## config.mk

```make
export PLATFORM = sky130hd
export DESIGN_NAME = adcc_compute
export DESIGN_NICKNAME = d
export VERILOG_FILES = /design/src/include/adcc_pkg.sv /design/src/hdl/adcc_compute.sv
export SDC_FILE = /design/constraint.sdc
export NUM_CORES = 1
export LEC_CHECK = 0
export BUFFER_PORTS_ARGS = -buffer_cell sky130_fd_sc_hd__buf_2
export CELL_PAD_IN_SITES_DETAIL_PLACEMENT = 2
export CELL_PAD_IN_SITES_GLOBAL_PLACEMENT = 2
export CORE_ASPECT_RATIO = 1.4
export CORE_MARGIN = 8
export CORE_UTILIZATION = 35
export DETAILED_ROUTE_END_ITERATION = 16
export PLACE_DENSITY_LB_ADDON = 0.1
export SETUP_SLACK_MARGIN = 0.5
export SKIP_LAST_GASP = 1
export SYNTH_ARGS = -nofsm -noshare
export SYNTH_HDL_FRONTEND = slang
export SYNTH_SLANG_ARGS = --single-unit
```

## constraint.sdc

```tcl
create_clock -name pclk -period 11.1 [get_ports pclk]
set_input_delay 0.555 -clock pclk [delete_from_list [all_inputs] [get_ports pclk]]
set_output_delay 0.555 -clock pclk [all_outputs]
set_load 0.005 [all_outputs]
```

## src/include/adcc_pkg.sv

```systemverilog
package adcc_pkg;

  // Register indices; the byte address is four times the index
  localparam logic [11:0] IDX_CONV_CTRL = 12'h3F3;
  localparam logic [11:0] IDX_PAIR_CTRL = 12'h3F4;
  localparam logic [11:0] IDX_COMP_CTRL = 12'h3F5;
  localparam logic [11:0] IDX_ERR_CTRL = 12'h3F6;
  localparam logic [11:0] IDX_STATUS = 12'h3F7;
  localparam logic [11:0] IDX_SETPOINT = 12'h3E0;
  localparam logic [11:0] IDX_UPPER_TH = 12'h3E1;
  localparam logic [11:0] IDX_LOWER_TH = 12'h3E2;
  localparam logic [11:0] IDX_REPEAT = 12'h3E3;
  localparam logic [11:0] IDX_CONV_RES = 12'h3E4;
  localparam logic [11:0] IDX_PREV_RES = 12'h3E5;
  localparam logic [11:0] IDX_FILT_RES = 12'h3E6;
  localparam logic [11:0] IDX_ERROR = 12'h3E7;
  localparam logic [11:0] IDX_ACCUM = 12'h3E8;
  localparam logic [11:0] IDX_COUNT = 12'h3E9;

  // Field positions
  localparam int unsigned POS_GO = 0;
  localparam int unsigned POS_CONTINUOUS_FLAG = 6;
  localparam int unsigned POS_PAIR = 0;
  localparam int unsigned POS_PREVIOUS_SOURCE_SELECT = 7;
  localparam int unsigned POS_SHIFT = 4;
  localparam int unsigned POS_ACCUMULATOR_CLEAR = 3;
  localparam int unsigned POS_MODE = 0;
  localparam int unsigned POS_ERROR_SELECT_A = 4;
  localparam int unsigned POS_SOI = 3;
  localparam int unsigned POS_TMD = 0;
  localparam int unsigned POS_AOV = 7;
  localparam int unsigned POS_UPPER_THRESHOLD_FLAG = 6;
  localparam int unsigned POS_LOWER_THRESHOLD_FLAG = 5;
  localparam int unsigned POS_COMPUTATION_UPDATED_FLAG = 4;

  // Values after reset and the accumulator clear time
  localparam logic [7:0] RST_BYTE = 8'h00;
  localparam logic [15:0] RST_WORD = 16'h0000;
  localparam int unsigned CLR_TIME_NS = 16;
  localparam int unsigned CLK_PERIOD_NS = 4;
  localparam logic [3:0] CLR_CYCLES = 4'(CLR_TIME_NS / CLK_PERIOD_NS);

  typedef enum logic [2:0] {
    MODE_BASIC = 3'b000,
    MODE_ACCUM = 3'b001,
    MODE_AVG = 3'b010,
    MODE_BURST = 3'b011,
    MODE_LPF = 3'b100
  } adcc_mode_e;

  typedef enum logic [2:0] {
    STG_IDLE = 3'b000,
    STG_HOLD = 3'b100
  } adcc_stage_e;

  // Converter core handshake
  typedef struct packed {
    logic start;
    logic done;
    logic [1:0] phase;
    logic [11:0] data;
  } adcc_conv_s;

endpackage : adcc_pkg

```

## src/hdl/adcc_compute.sv

```systemverilog
// What this block does
// - Paired mode computes after second conversion
// - Single mode computes after every conversion
// - Start loads previous from filter or result
// - Filter mode constant two to shift_select
// - Accumulating modes right-shift by shift_select
// - Basic mode ignores shift_select
// - Clear empties accumulator, count, overflow
// - Hardware drops accumulator_clear when finished
// - Three-bit computation_mode, codes 101-111 reserved
// - error_select_a picks error_value formula
// - Paired, result source: error every second
// - Stop on threshold clears go flag
// - Without stop, software clears go flag
// - threshold_irq_mode selects interrupt condition
// - Overflow sets accum_overflow_flag
// - Read-only upper and lower threshold flags
// - Updated flag, clear ignored in hold
// - cycle_stage reports precharge/acquire/convert/hold
// - Hold stage between paired triggers
// - Stage may be invalid on fast RC
// - Continuous mode retriggers after each conversion
module adcc_compute
  import adcc_pkg::*;
#(
  parameter int unsigned ACC_W = 18
)
(
  // APB slave
  input wire logic pclk,
  input wire logic presetn,
  input wire logic psel,
  input wire logic penable,
  input wire logic pwrite,
  input wire logic [15:0] paddr,
  input wire logic [31:0] pwdata,
  input wire logic [3:0] pstrb,
  output logic [31:0] prdata,
  output logic pready,
  output logic pslverr,
  // Converter core
  input wire adcc_conv_s conv_in,
  output logic conv_go,
  output logic [2:0] cycle_stage,
  // Events
  output logic threshold_event,
  output logic computation_done
);

  logic go_ff, continuous_flag_ff, pair_ff, previous_source_select_ff, accumulator_clear_ff, soi_ff;
  logic [2:0] shift_ff, mode_ff, error_select_a_ff, tmd_ff, stage_ff;
  logic aov_ff, computation_updated_flag_ff, second_ff, thr_evt_ff, done_evt_ff;
  logic [15:0] setpoint_ff, uth_ff, lth_ff, prev_ff, filt_ff, err_ff;
  logic [11:0] res_ff;
  logic [7:0] rpt_ff, cnt_ff;
  logic [ACC_W-1:0] acc_ff;
  logic [3:0] clr_cnt_ff;
  logic [31:0] prdata_ff;

  // Sign-extend to the wide working width
  function automatic logic signed [ACC_W:0] wide(input logic [16:0] v);
    wide = {{(ACC_W-16){v[16]}}, v};
  endfunction : wide

  // True when a wide value fits a signed 16-bit register
  function automatic logic fits16(input logic [ACC_W:0] v);
    fits16 = (v[ACC_W:15] == {(ACC_W-14){1'b0}}) || (v[ACC_W:15] == {(ACC_W-14){1'b1}});
  endfunction : fits16

  // Byte-lane merge for 16-bit registers
  function automatic logic [15:0] merge16(input logic [15:0] old, input logic [31:0] wd,
                                          input logic [3:0] st);
    merge16 = {st[1] ? wd[15:8] : old[15:8], st[0] ? wd[7:0] : old[7:0]};
  endfunction : merge16

  // Bus decode
  logic [11:0] idx;
  logic setup, wr, wr0, mapped;
  assign idx = paddr[13:2];
  assign setup = psel & ~penable;
  assign wr = psel & penable & pwrite;
  assign wr0 = wr & pstrb[0];
  assign mapped = (idx >= IDX_SETPOINT && idx <= IDX_COUNT)
                  || (idx >= IDX_CONV_CTRL && idx <= IDX_STATUS);
  // Zero wait states keep every access two cycles long
  assign pready = 1'b1;
  assign pslverr = psel & penable & ~mapped;
  assign prdata = prdata_ff;

  // Conversion events
  logic comp, first;
  assign comp = conv_in.done & go_ff & (~pair_ff | second_ff);
  assign first = conv_in.done & go_ff & pair_ff & ~second_ff;

  // Sample value: paired mode works on the result difference
  logic [16:0] res17, samp17, prev17;
  assign res17 = {5'h00, conv_in.data};
  assign prev17 = {prev_ff[15], prev_ff};
  assign samp17 = pair_ff ? 17'(res17 - prev17) : res17;

  // Accumulator and filter arithmetic
  logic restart, acc_ovf;
  logic [ACC_W-1:0] acc_base;
  logic [ACC_W:0] acc_sum, filt_wide;
  logic [15:0] filt_nxt;
  logic ovf_filt;
  logic signed [ACC_W-1:0] acc_shr;
  always_comb
  begin
    // Shift kept apart so an unsigned operand cannot turn it logical
    acc_shr = $signed(acc_ff) >>> shift_ff;
    restart = (mode_ff == MODE_AVG || mode_ff == MODE_BURST)
              && rpt_ff != 8'h00 && cnt_ff >= rpt_ff;
    acc_base = acc_ff;
    if (restart)
      acc_base = '0;
    if (mode_ff == MODE_LPF)
      acc_base = ACC_W'(acc_ff - acc_shr);
    acc_sum = ACC_W'(0) + {acc_base[ACC_W-1], acc_base} + wide(samp17);
    acc_ovf = acc_sum[ACC_W] != acc_sum[ACC_W-1];
    filt_wide = ($signed({acc_sum[ACC_W-1], acc_sum[ACC_W-1:0]}) >>> shift_ff);
    ovf_filt = ~fits16(filt_wide);
    filt_nxt = (mode_ff == MODE_BASIC) ? filt_ff : filt_wide[15:0];
  end

  // Error selection
  logic [ACC_W:0] err_wide;
  logic [15:0] err_nxt;
  logic ovf_err, hit;
  always_comb
  begin
    unique case (error_select_a_ff)
      3'b101: err_wide = wide({filt_nxt[15], filt_nxt}) - wide({setpoint_ff[15], setpoint_ff});
      3'b100: err_wide = wide(prev17) - wide({filt_nxt[15], filt_nxt});
      3'b010: err_wide = wide(samp17) - wide({filt_nxt[15], filt_nxt});
      3'b001: err_wide = wide(samp17) - wide({setpoint_ff[15], setpoint_ff});
      3'b000: err_wide = wide(res17) - wide(prev17);
      default: err_wide = '0;
    endcase
    ovf_err = ~fits16(err_wide);
    err_nxt = err_wide[15:0];
    unique case (tmd_ff)
      3'b000: hit = 1'b0;
      3'b001: hit = $signed(err_nxt) < $signed(lth_ff);
      3'b010: hit = $signed(err_nxt) >= $signed(lth_ff);
      3'b011: hit = $signed(err_nxt) > $signed(lth_ff) && $signed(err_nxt) < $signed(uth_ff);
      3'b100: hit = $signed(err_nxt) < $signed(lth_ff) || $signed(err_nxt) > $signed(uth_ff);
      3'b101: hit = $signed(err_nxt) <= $signed(uth_ff);
      3'b110: hit = $signed(err_nxt) > $signed(uth_ff);
      3'b111: hit = 1'b1;
    endcase
  end

  // Threshold flags follow the stored error value
  logic upper_threshold_flag, lower_threshold_flag;
  assign upper_threshold_flag = $signed(err_ff) > $signed(uth_ff);
  assign lower_threshold_flag = $signed(err_ff) < $signed(lth_ff);

  // Go flag, continuous and pair configuration
  always_ff @(posedge pclk or negedge presetn)
  begin
    if (!presetn)
    begin
      go_ff <= 1'b0;
      continuous_flag_ff <= 1'b0;
      pair_ff <= 1'b0;
    end
    else
    begin
      if (wr0 && idx == IDX_PAIR_CTRL)
        pair_ff <= pwdata[POS_PAIR];
      if (wr0 && idx == IDX_CONV_CTRL)
      begin
        continuous_flag_ff <= pwdata[POS_CONTINUOUS_FLAG];
        go_ff <= pwdata[POS_GO];
      end
      else if (conv_in.done && go_ff)
      begin
        // single trigger ends after first of pair
        if (!continuous_flag_ff)
          go_ff <= 1'b0;
        else if (soi_ff && comp && hit)
          go_ff <= 1'b0;
      end
    end
  end

  // Computation and threshold control fields
  always_ff @(posedge pclk or negedge presetn)
  begin
    if (!presetn)
    begin
      previous_source_select_ff <= 1'b0;
      shift_ff <= 3'h0;
      mode_ff <= 3'h0;
      error_select_a_ff <= 3'h0;
      soi_ff <= 1'b0;
      tmd_ff <= 3'h0;
    end
    else
    begin
      if (wr0 && idx == IDX_COMP_CTRL)
      begin
        previous_source_select_ff <= pwdata[POS_PREVIOUS_SOURCE_SELECT];
        shift_ff <= pwdata[POS_SHIFT +: 3];
        // reserved codes are stored as written
        mode_ff <= pwdata[POS_MODE +: 3];
      end
      if (wr0 && idx == IDX_ERR_CTRL)
      begin
        error_select_a_ff <= pwdata[POS_ERROR_SELECT_A +: 3];
        soi_ff <= pwdata[POS_SOI];
        tmd_ff <= pwdata[POS_TMD +: 3];
      end
    end
  end

  // Accumulator clear command; it runs several cycles so software polls it
  always_ff @(posedge pclk or negedge presetn)
  begin
    if (!presetn)
    begin
      accumulator_clear_ff <= 1'b0;
      clr_cnt_ff <= 4'h0;
    end
    else if (wr0 && idx == IDX_COMP_CTRL && pwdata[POS_ACCUMULATOR_CLEAR])
    begin
      accumulator_clear_ff <= 1'b1;
      clr_cnt_ff <= CLR_CYCLES;
    end
    else if (accumulator_clear_ff)
    begin
      clr_cnt_ff <= clr_cnt_ff - 4'h1;
      if (clr_cnt_ff <= 4'h1)
        accumulator_clear_ff <= 1'b0;
    end
  end

  logic clr_done;
  assign clr_done = accumulator_clear_ff && clr_cnt_ff <= 4'h1;

  // Software-written data registers
  always_ff @(posedge pclk or negedge presetn)
  begin
    if (!presetn)
    begin
      setpoint_ff <= RST_WORD;
      uth_ff <= RST_WORD;
      lth_ff <= RST_WORD;
      rpt_ff <= RST_BYTE;
    end
    else if (wr)
    begin
      if (idx == IDX_SETPOINT)
        setpoint_ff <= merge16(setpoint_ff, pwdata, pstrb);
      if (idx == IDX_UPPER_TH)
        uth_ff <= merge16(uth_ff, pwdata, pstrb);
      if (idx == IDX_LOWER_TH)
        lth_ff <= merge16(lth_ff, pwdata, pstrb);
      if (idx == IDX_REPEAT && pstrb[0])
        rpt_ff <= pwdata[7:0];
    end
  end

  // Result and previous-result registers
  always_ff @(posedge pclk or negedge presetn)
  begin
    if (!presetn)
    begin
      res_ff <= 12'h000;
      prev_ff <= RST_WORD;
    end
    else
    begin
      if (conv_in.done)
        res_ff <= conv_in.data;
      if (conv_in.start)
        prev_ff <= previous_source_select_ff ? filt_ff : {4'h0, res_ff};
    end
  end

  // Pair tracking
  always_ff @(posedge pclk or negedge presetn)
  begin
    if (!presetn)
      second_ff <= 1'b0;
    else if (first)
      second_ff <= 1'b1;
    else if (comp || !pair_ff)
      second_ff <= 1'b0;
  end

  // Accumulator, count, filter and error; a clear yields to a same-cycle update
  always_ff @(posedge pclk or negedge presetn)
  begin
    if (!presetn)
    begin
      acc_ff <= '0;
      cnt_ff <= RST_BYTE;
      filt_ff <= RST_WORD;
      err_ff <= RST_WORD;
    end
    else if (comp)
    begin
      if (mode_ff != MODE_BASIC)
      begin
        acc_ff <= acc_sum[ACC_W-1:0];
        if (restart)
          cnt_ff <= 8'h01;
        else if (cnt_ff != 8'hFF)
          cnt_ff <= cnt_ff + 8'h01;
      end
      filt_ff <= filt_nxt;
      err_ff <= err_nxt;
    end
    else if (clr_done)
    begin
      acc_ff <= '0;
      cnt_ff <= RST_BYTE;
    end
  end

  // Overflow and updated flags: hardware set wins over any clear
  logic sw_st_wr, ovf_any;
  assign sw_st_wr = wr0 && idx == IDX_STATUS;
  assign ovf_any = comp && ((mode_ff != MODE_BASIC && (acc_ovf || ovf_filt)) || ovf_err);
  always_ff @(posedge pclk or negedge presetn)
  begin
    if (!presetn)
    begin
      aov_ff <= 1'b0;
      computation_updated_flag_ff <= 1'b0;
    end
    else
    begin
      if (ovf_any)
        aov_ff <= 1'b1;
      else if (clr_done || (sw_st_wr && !pwdata[POS_AOV]))
        aov_ff <= 1'b0;
      if (comp || ovf_any)
        computation_updated_flag_ff <= 1'b1;
      else if (sw_st_wr && !pwdata[POS_COMPUTATION_UPDATED_FLAG] && stage_ff != STG_HOLD)
        computation_updated_flag_ff <= 1'b0;
    end
  end

  // Stage indicator; converter phase is taken as synchronous to pclk,
  // so a converter clocked faster than pclk may show stale phases
  always_ff @(posedge pclk or negedge presetn)
  begin
    if (!presetn)
      stage_ff <= STG_IDLE;
    else if (go_ff && conv_in.phase != 2'b00)
      stage_ff <= {second_ff, conv_in.phase};
    else if (second_ff)
      stage_ff <= STG_HOLD;
    else
      stage_ff <= STG_IDLE;
  end

  // Event pulses
  always_ff @(posedge pclk or negedge presetn)
  begin
    if (!presetn)
    begin
      thr_evt_ff <= 1'b0;
      done_evt_ff <= 1'b0;
    end
    else
    begin
      thr_evt_ff <= comp & hit;
      done_evt_ff <= comp;
    end
  end

  // Read data captured in the setup cycle
  always_ff @(posedge pclk or negedge presetn)
  begin
    if (!presetn)
      prdata_ff <= 32'h0000_0000;
    else if (setup && !pwrite)
    begin
      prdata_ff <= 32'h0000_0000;
      unique case (idx)
        IDX_CONV_CTRL: prdata_ff[7:0] <= {1'b0, continuous_flag_ff, 5'h00, go_ff};
        IDX_PAIR_CTRL: prdata_ff[7:0] <= {7'h00, pair_ff};
        IDX_COMP_CTRL: prdata_ff[7:0] <= {previous_source_select_ff, shift_ff, accumulator_clear_ff, mode_ff};
        IDX_ERR_CTRL: prdata_ff[7:0] <= {1'b0, error_select_a_ff, soi_ff, tmd_ff};
        IDX_STATUS: prdata_ff[7:0] <= {aov_ff, upper_threshold_flag, lower_threshold_flag, computation_updated_flag_ff, 1'b0, stage_ff};
        IDX_SETPOINT: prdata_ff[15:0] <= setpoint_ff;
        IDX_UPPER_TH: prdata_ff[15:0] <= uth_ff;
        IDX_LOWER_TH: prdata_ff[15:0] <= lth_ff;
        IDX_REPEAT: prdata_ff[7:0] <= rpt_ff;
        IDX_CONV_RES: prdata_ff[11:0] <= res_ff;
        IDX_PREV_RES: prdata_ff[15:0] <= prev_ff;
        IDX_FILT_RES: prdata_ff[15:0] <= filt_ff;
        IDX_ERROR: prdata_ff[15:0] <= err_ff;
        IDX_ACCUM: prdata_ff[ACC_W-1:0] <= acc_ff;
        IDX_COUNT: prdata_ff[7:0] <= cnt_ff;
        default: prdata_ff <= 32'h0000_0000;
      endcase
    end
  end

  // Converter-facing and event outputs
  assign conv_go = go_ff;
  assign cycle_stage = stage_ff;
  assign threshold_event = thr_evt_ff;
  assign computation_done = done_evt_ff;

endmodule : adcc_compute

```

==> metrics.cfg, run 1 <==
[clock_tree]
cts_tree = done
clk_latency_ps = 480
cts_max_level = 4
cts_root_buf = clkbuf_16
clkTransAtPathRegs_ps = 90
cts_buffers = 17
cts_sinks = 190
clk_path_buf_depth = 2

[finish]
final_cell_mix = nand2_1, dfrtp_1, ha_1, o21ai_0, nor2_1
nets = 2375
final_area_mm2 = 0.0195
final_util = 0.400
mostFrequentLayoutCell = nand2_1
drive_above_1_share = 0.158
area_delta_synth_final_pct = 13.8

[yosys]
yosysTopAreaCellShare = 0.277
ys_seq_area_frac = 0.277
synth.distinct_cells = 84
synth_seq_cells = 190
synthCells = 2041
yosys-top-cells-area = dfrtp_1, ha_1, nand2_1
yosys.area.top_type = dfrtp_1
ys_warn_count = 0
syn-cell-area_mm2 = 0.0172
async_reset_ff_frac = 1.00
syn_avg_cell_area_um2 = 8.41
ys.flop_type = dfrtp_1
synth_edf_count = 0

[placed_design]
portBuffers = 75
hpwl_mm = 64.9
place_area_mm2 = 0.0185
place.gp.congestion = 0.956
dpl_worst_slack_ps = -74.7

[run_status]
run_status = completed

[sta]
worstMarginPinSlew_ps = 1110
fmax_ghz = 0.0972
relSlewSlack = 0.259
final.period_utilization = 0.927
rsz0062_at_grt = no
maxSlewViolCount = 0
finalHoldViolations = 0
setup_viol = 0
period_needed_ps = 10290
finClkSkew_ps = 18.7
layout_setup_ws_ps = 808

[route]
ant_nets = 0
wire_per_inst_um = 28.9
viasPerCell = 6.15
met3WireLength_mm = 2.64
dr_total_vias = 17061
route.met2.wl_mm = 42.2
top_layer = met4
first_iter_violations = 847
drc = 0
wl_met1_mm = 31.9
totalWireLength_mm = 80.1
drt_first_pass_iters = 6

[pwr]
power_mw = 2.47
vdd_ir_drop_max_mv = 0.0829
p_leak_nw = 9.18
powerDensity_mw_per_mm2 = 126

[global_route]
antenna_found_initial = 0
grt_pass1_wl_mm = 119
grt_max_degree = 116
grt_pass1_vias = 18730
grtUsageTotal = 0.277
grt_remaining_overflow = 0

[floorplan]
floorplan.initialDensity = 0.352
pin_count = 113
die_x_um = 203
num_rows = 96
die_y_um = 278
core_area_mm2 = 0.0488
die_area_mm2 = 0.0565

[critical_path]
cp-start-kind = register
worst-path-buf-inv = 3
path_class = reg2reg
crit_family = compound AO/OA/AOI/OAI gates
cpMaxStageDelayCell = dfrtp_4
crit_arrival_ps = 10710
cp_slowest_stage_delay_ps = 550
path_max_fanout = 6
end_kind = register
cp.required_ps = 11520
crit_top_cell = a21o_1

[run]
drv_cap = 0

[hold_path]
min_path_type = in2async

==> kinds of logic after synthesis <==
group,count (synthesis),synth area share
DFF,190,0.277
xor gates and xnor gates,75,0.0383
muxes,129,0.0884
AOI/OAI and AO/OA,626,0.242
and+or+nand+nor,621,0.170
other,2,0.000438
adders and majority gates,177,0.132
buffers and inverters,221,0.0518
==> per-layer routing <==
layer / global-route usage / up-vias
li1: - / 7638
met4: 0.112 / 0
met5: 0 / -
met1: 0.319 / 8860
met3: 0.0271 / 150
met2: 0.516 / 413
==> state kept, by name, summed over array words and instances (netlist names), 3 cells and up <==
name and flops:
err_ff 16, rpt_ff 8, shift_ff 3, cnt_ff 8, res_ff 12, mode_ff 3, tmd_ff 3, error_select_a_ff 3
setpoint_ff 16, clr_cnt_ff 4, filt_ff 16, lth_ff 16, uth_ff 16, prev_ff 16, acc_ff 18, prdata 18
cycle_stage 3
==> cell type report <==
cell class              instances  area, µm²
multi-input cells            1643      11900
flip-flops and latches        190       4760
repair buffers                154        990
diodes                          1       2.50
well taps                     637        797
clock inverters                13        138
clock buffers                  19        453
fillers                      5518      29200
inverters                     119        447
==> per-stage QoR <==
stage	hold WS, ps	setup TNS (ps)	cells
2_1_floorplan	259	0	2054
6_report	184	0	2776
3_5_place_dp	369	-74.7	2727
5_1_grt	255	0	2775
3_3_place_gp	359	0	2727
4_1_cts	215	0	2764
==> Yosys cell counts, drive strengths merged, types with 4 or more instances <==
cell,n
nand2,215
dfrtp,190
o21ai,173
ha,171
nor2,149
inv,117
a21oi,101
clkbuf,77
mux2i,60
mux2,57
a21o,52
nand3,49
xnor2,47
nor3,41
a22o,36
a22oi,35
o21a,33
xor2,28
a211oi,27
nand4,26
a221oi,25
buf,25
a31oi,23
and2,23
nand2b,21
o22ai,21
nor2b,20
or3,20
o211ai,17
nor4,15
mux4,12
and3,10
o21bai,10
o31ai,9
a222oi,8
a221o,7
nor3b,7
or2,7
fa,6
a2111oi,4
a211o,4
nand3b,4
o221ai,4
o31a,4
==> worst paths after layout <==
| path | endpoint | slack [ps] | start | depth (start not counted) |
|---|---|---|---|---|
| setup / recovery | conv_go | 810 | shift_ff[1] | 44 |
| hold / removal | prdata[12] | 180 | presetn | 1 |
| setup reg to reg | conv_go | 810 | shift_ff[1] | 44 |
| hold reg to reg | cycle_stage[2] | 390 | second_ff | 0 |
| max in group asynchronous | shift_ff[1] | 9190 | presetn | 2 |
| min in group pclk | cycle_stage[0] | 300 | conv_in[12] | 2 |
==> power by group <==
part           switching [mW]  leakage, nW  total [mW]  internal, mW
sequential             0.0202         2.26       0.728         0.708
combinational           0.662         6.62        1.09         0.427
clock                   0.339        0.288       0.652         0.313
total                    1.02         9.18        2.47          1.45
==> timing repair <==
item                                    in CTS  in global routing
hold endpoints to repair                     0                  0
pin swaps                                    2                 25
endpoints found under the setup margin       2                  2
setup buffers                                5                 11
hold buffers                                 0                  0
resized for setup                           20                 55
Note: power is estimated with default switching activity, not from simulation.
==> run 2: changes to the inputs <==
CTS_BUF_LIST = sky130_fd_sc_hd__clkbuf_8   (was unset)
==> run 2 against run 1 <==
Net effect:
- register-to-register slack lost 60 ps
- largest cell class unchanged
- first-iteration DRC count grew 10%
- final cell count grew 0.14%
- sequential share of layout area grew 0.19 points
- die area is the same
- worst hold slack lost 74 ps
- fmax shrank 0.54%
- global-route usage shrank 0.14 points
- sequential power is essentially flat
==> metrics.cfg, run 2 (synthesis results as in run 1) <==
[sta]
setup_viol = 0  ; unchanged
final.period_utilization = 0.932  ; +0.00504
maxSlewViolCount = 0  ; unchanged
layout_setup_ws_ps = 752  ; -56.0 ps
worstMarginPinSlew_ps = 1120  ; +8.62 ps
fin_setup_tns_ps = 0  ; unchanged
finClkSkew_ps = 25.6  ; +6.91 ps
period_needed_ps = 10350  ; +56.0 ps
finalHoldViolations = 0  ; unchanged
rsz0062_at_grt = no
relSlewSlack = 0.253  ; -0.00575
whs_ps = 110  ; -74.0 ps
fmax_ghz = 0.0966  ; -0.54%

[placed_design]
place.gp.congestion = 0.956  ; unchanged
portBuffers = 75  ; unchanged
dpl_worst_slack_ps = -74.7  ; unchanged
place_area_mm2 = 0.0185  ; unchanged
hpwl_mm = 64.9  ; unchanged
dp.cells = 2727  ; unchanged

[finish]
final_cell_mix = nand2_1, dfrtp_1, ha_1, o21ai_0, nor2_1
area_delta_synth_final_pct = 12.9
finalNonFillerCells = 2780  ; +0.14%
fillers = 5548  ; +0.54%
seq_area_mm2 = 0.00476  ; about the same
final_area_mm2 = 0.0194  ; -0.74%
drive_above_1_share = 0.161  ; +0.00305
nets = 2378  ; +0.13%
multiInputGateArea_mm2 = 0.0120  ; +0.18%
final_util = 0.397  ; -0.00295
mostFrequentLayoutCell = nand2_1

[route]
drc = 0  ; unchanged
viasPerCell = 6.14  ; -0.10%
totalWireLength_mm = 79.5  ; -0.78%
dr_total_vias = 17068  ; +0.041%
first_iter_violations = 933  ; +10%
wire_per_inst_um = 28.6  ; -0.92%
drt_first_pass_iters = 5  ; -1
ant_nets = 0  ; unchanged

[global_route]
antenna_found_initial = 1  ; +1
grt_pass1_wl_mm = 118  ; -0.48%
grt_max_degree = 116  ; unchanged
grt_pass1_vias = 18662  ; -0.36%
grt_remaining_overflow = 0  ; unchanged
grtUsageTotal = 0.276  ; -0.00135

[clock_tree]
clk_path_buf_depth = 2  ; unchanged
cts_max_level = 4  ; unchanged
ctsHoldBuffers = 0  ; unchanged
cts_buffers = 17  ; unchanged
cts_sinks = 190  ; unchanged
clk_latency_ps = 540  ; +60 ps
clkTransAtPathRegs_ps = 120  ; +30 ps
cts_tree = done
cts_root_buf = clkbuf_8

[critical_path]
r2r_setup_slack_ps = 750  ; -60 ps
cp-start-kind = register
end_kind = register
path_max_fanout = 6  ; unchanged
worst-r2r-cell-count = 46  ; +4.5%
crit_arrival_ps = 10830  ; +120 ps
path_class = reg2reg
cp_slowest_stage_delay_ps = 560  ; about the same
crit_top_cell = buf_4
cpMaxStageDelayCell = dfrtp_4
cp.required_ps = 11580  ; +60 ps

[run_status]
run_status = completed

[pwr]
p_leak_nw = 9.10  ; -0.79%
vdd_ir_drop_max_mv = 0.0608  ; -27%
power_mw = 2.31  ; -6.3%
powerDensity_mw_per_mm2 = 119  ; -5.6%

[hold_path]
min_path_type = in2async

[floorplan]
pin_count = 113  ; unchanged
num_rows = 96  ; unchanged
die_x_um = 203  ; unchanged
die_y_um = 278  ; unchanged
die_area_mm2 = 0.0565  ; unchanged
core_area_mm2 = 0.0488  ; unchanged
floorplan.initialDensity = 0.352  ; unchanged

[run]
drv_cap = 0  ; unchanged

## run 2: path summary, 6_finish.rpt
check / to / startpoint
max: conv_go / shift_ff[1]
min: prdata[8] / presetn
max reg2reg: conv_go / shift_ff[1]
min reg2reg: cycle_stage[2] / second_ff
max in group asynchronous: shift_ff[1] / presetn
min in group pclk: cycle_stage[0] / conv_in[12]
## run 2: final cells by class
| class | count | share of cell area |
|---|---|---|
| Tap cell | 637 | 0.0411 |
| Clock inverter | 13 | 0.00710 |
| Multi-Input combinational cell | 1643 | 0.617 |
| Timing Repair Buffer | 157 | 0.0522 |
| Clock buffer | 19 | 0.0135 |
| Sequential cell | 190 | 0.246 |
| Inverter | 119 | 0.0230 |
| Antenna cell | 2 | 0.000258 |
## run 2: repair_timing
action / in CTS / in global routing
pin swaps: 2 / 25
gates resized for setup: 20 / 59
endpoints found under the setup margin: 2 / 2
setup buffers: 5 / 14
## run 2: worst max-delay path: cells and delay by family (launching register included)
| kind | cells | cell delay, ps |
|---|---|---|
| xor+xnor | 1 | 240 |
| mux | 3 | 520 |
| compound gates | 26 | 5010 |
| flops | 1 | 560 |
| fa+ha+maj | 4 | 1560 |
| simple gates | 6 | 1500 |
| buf+inv | 6 | 870 |
## run 2: power breakdown
part,internal (mW),switching (mW)
clock,0.180,0.315
sequential,0.708,0.0202
combinational,0.431,0.660
total,1.32,0.995
## run 2: layer usage
layer | wire length, µm | track usage | part of all wire
met5 | 0 | 0 | 0
met4 | 3390 | 0.114 | 0.043
met3 | 2670 | 0.0276 | 0.034
met2 | 41700 | 0.511 | 0.52
met1 | 31700 | 0.318 | 0.40
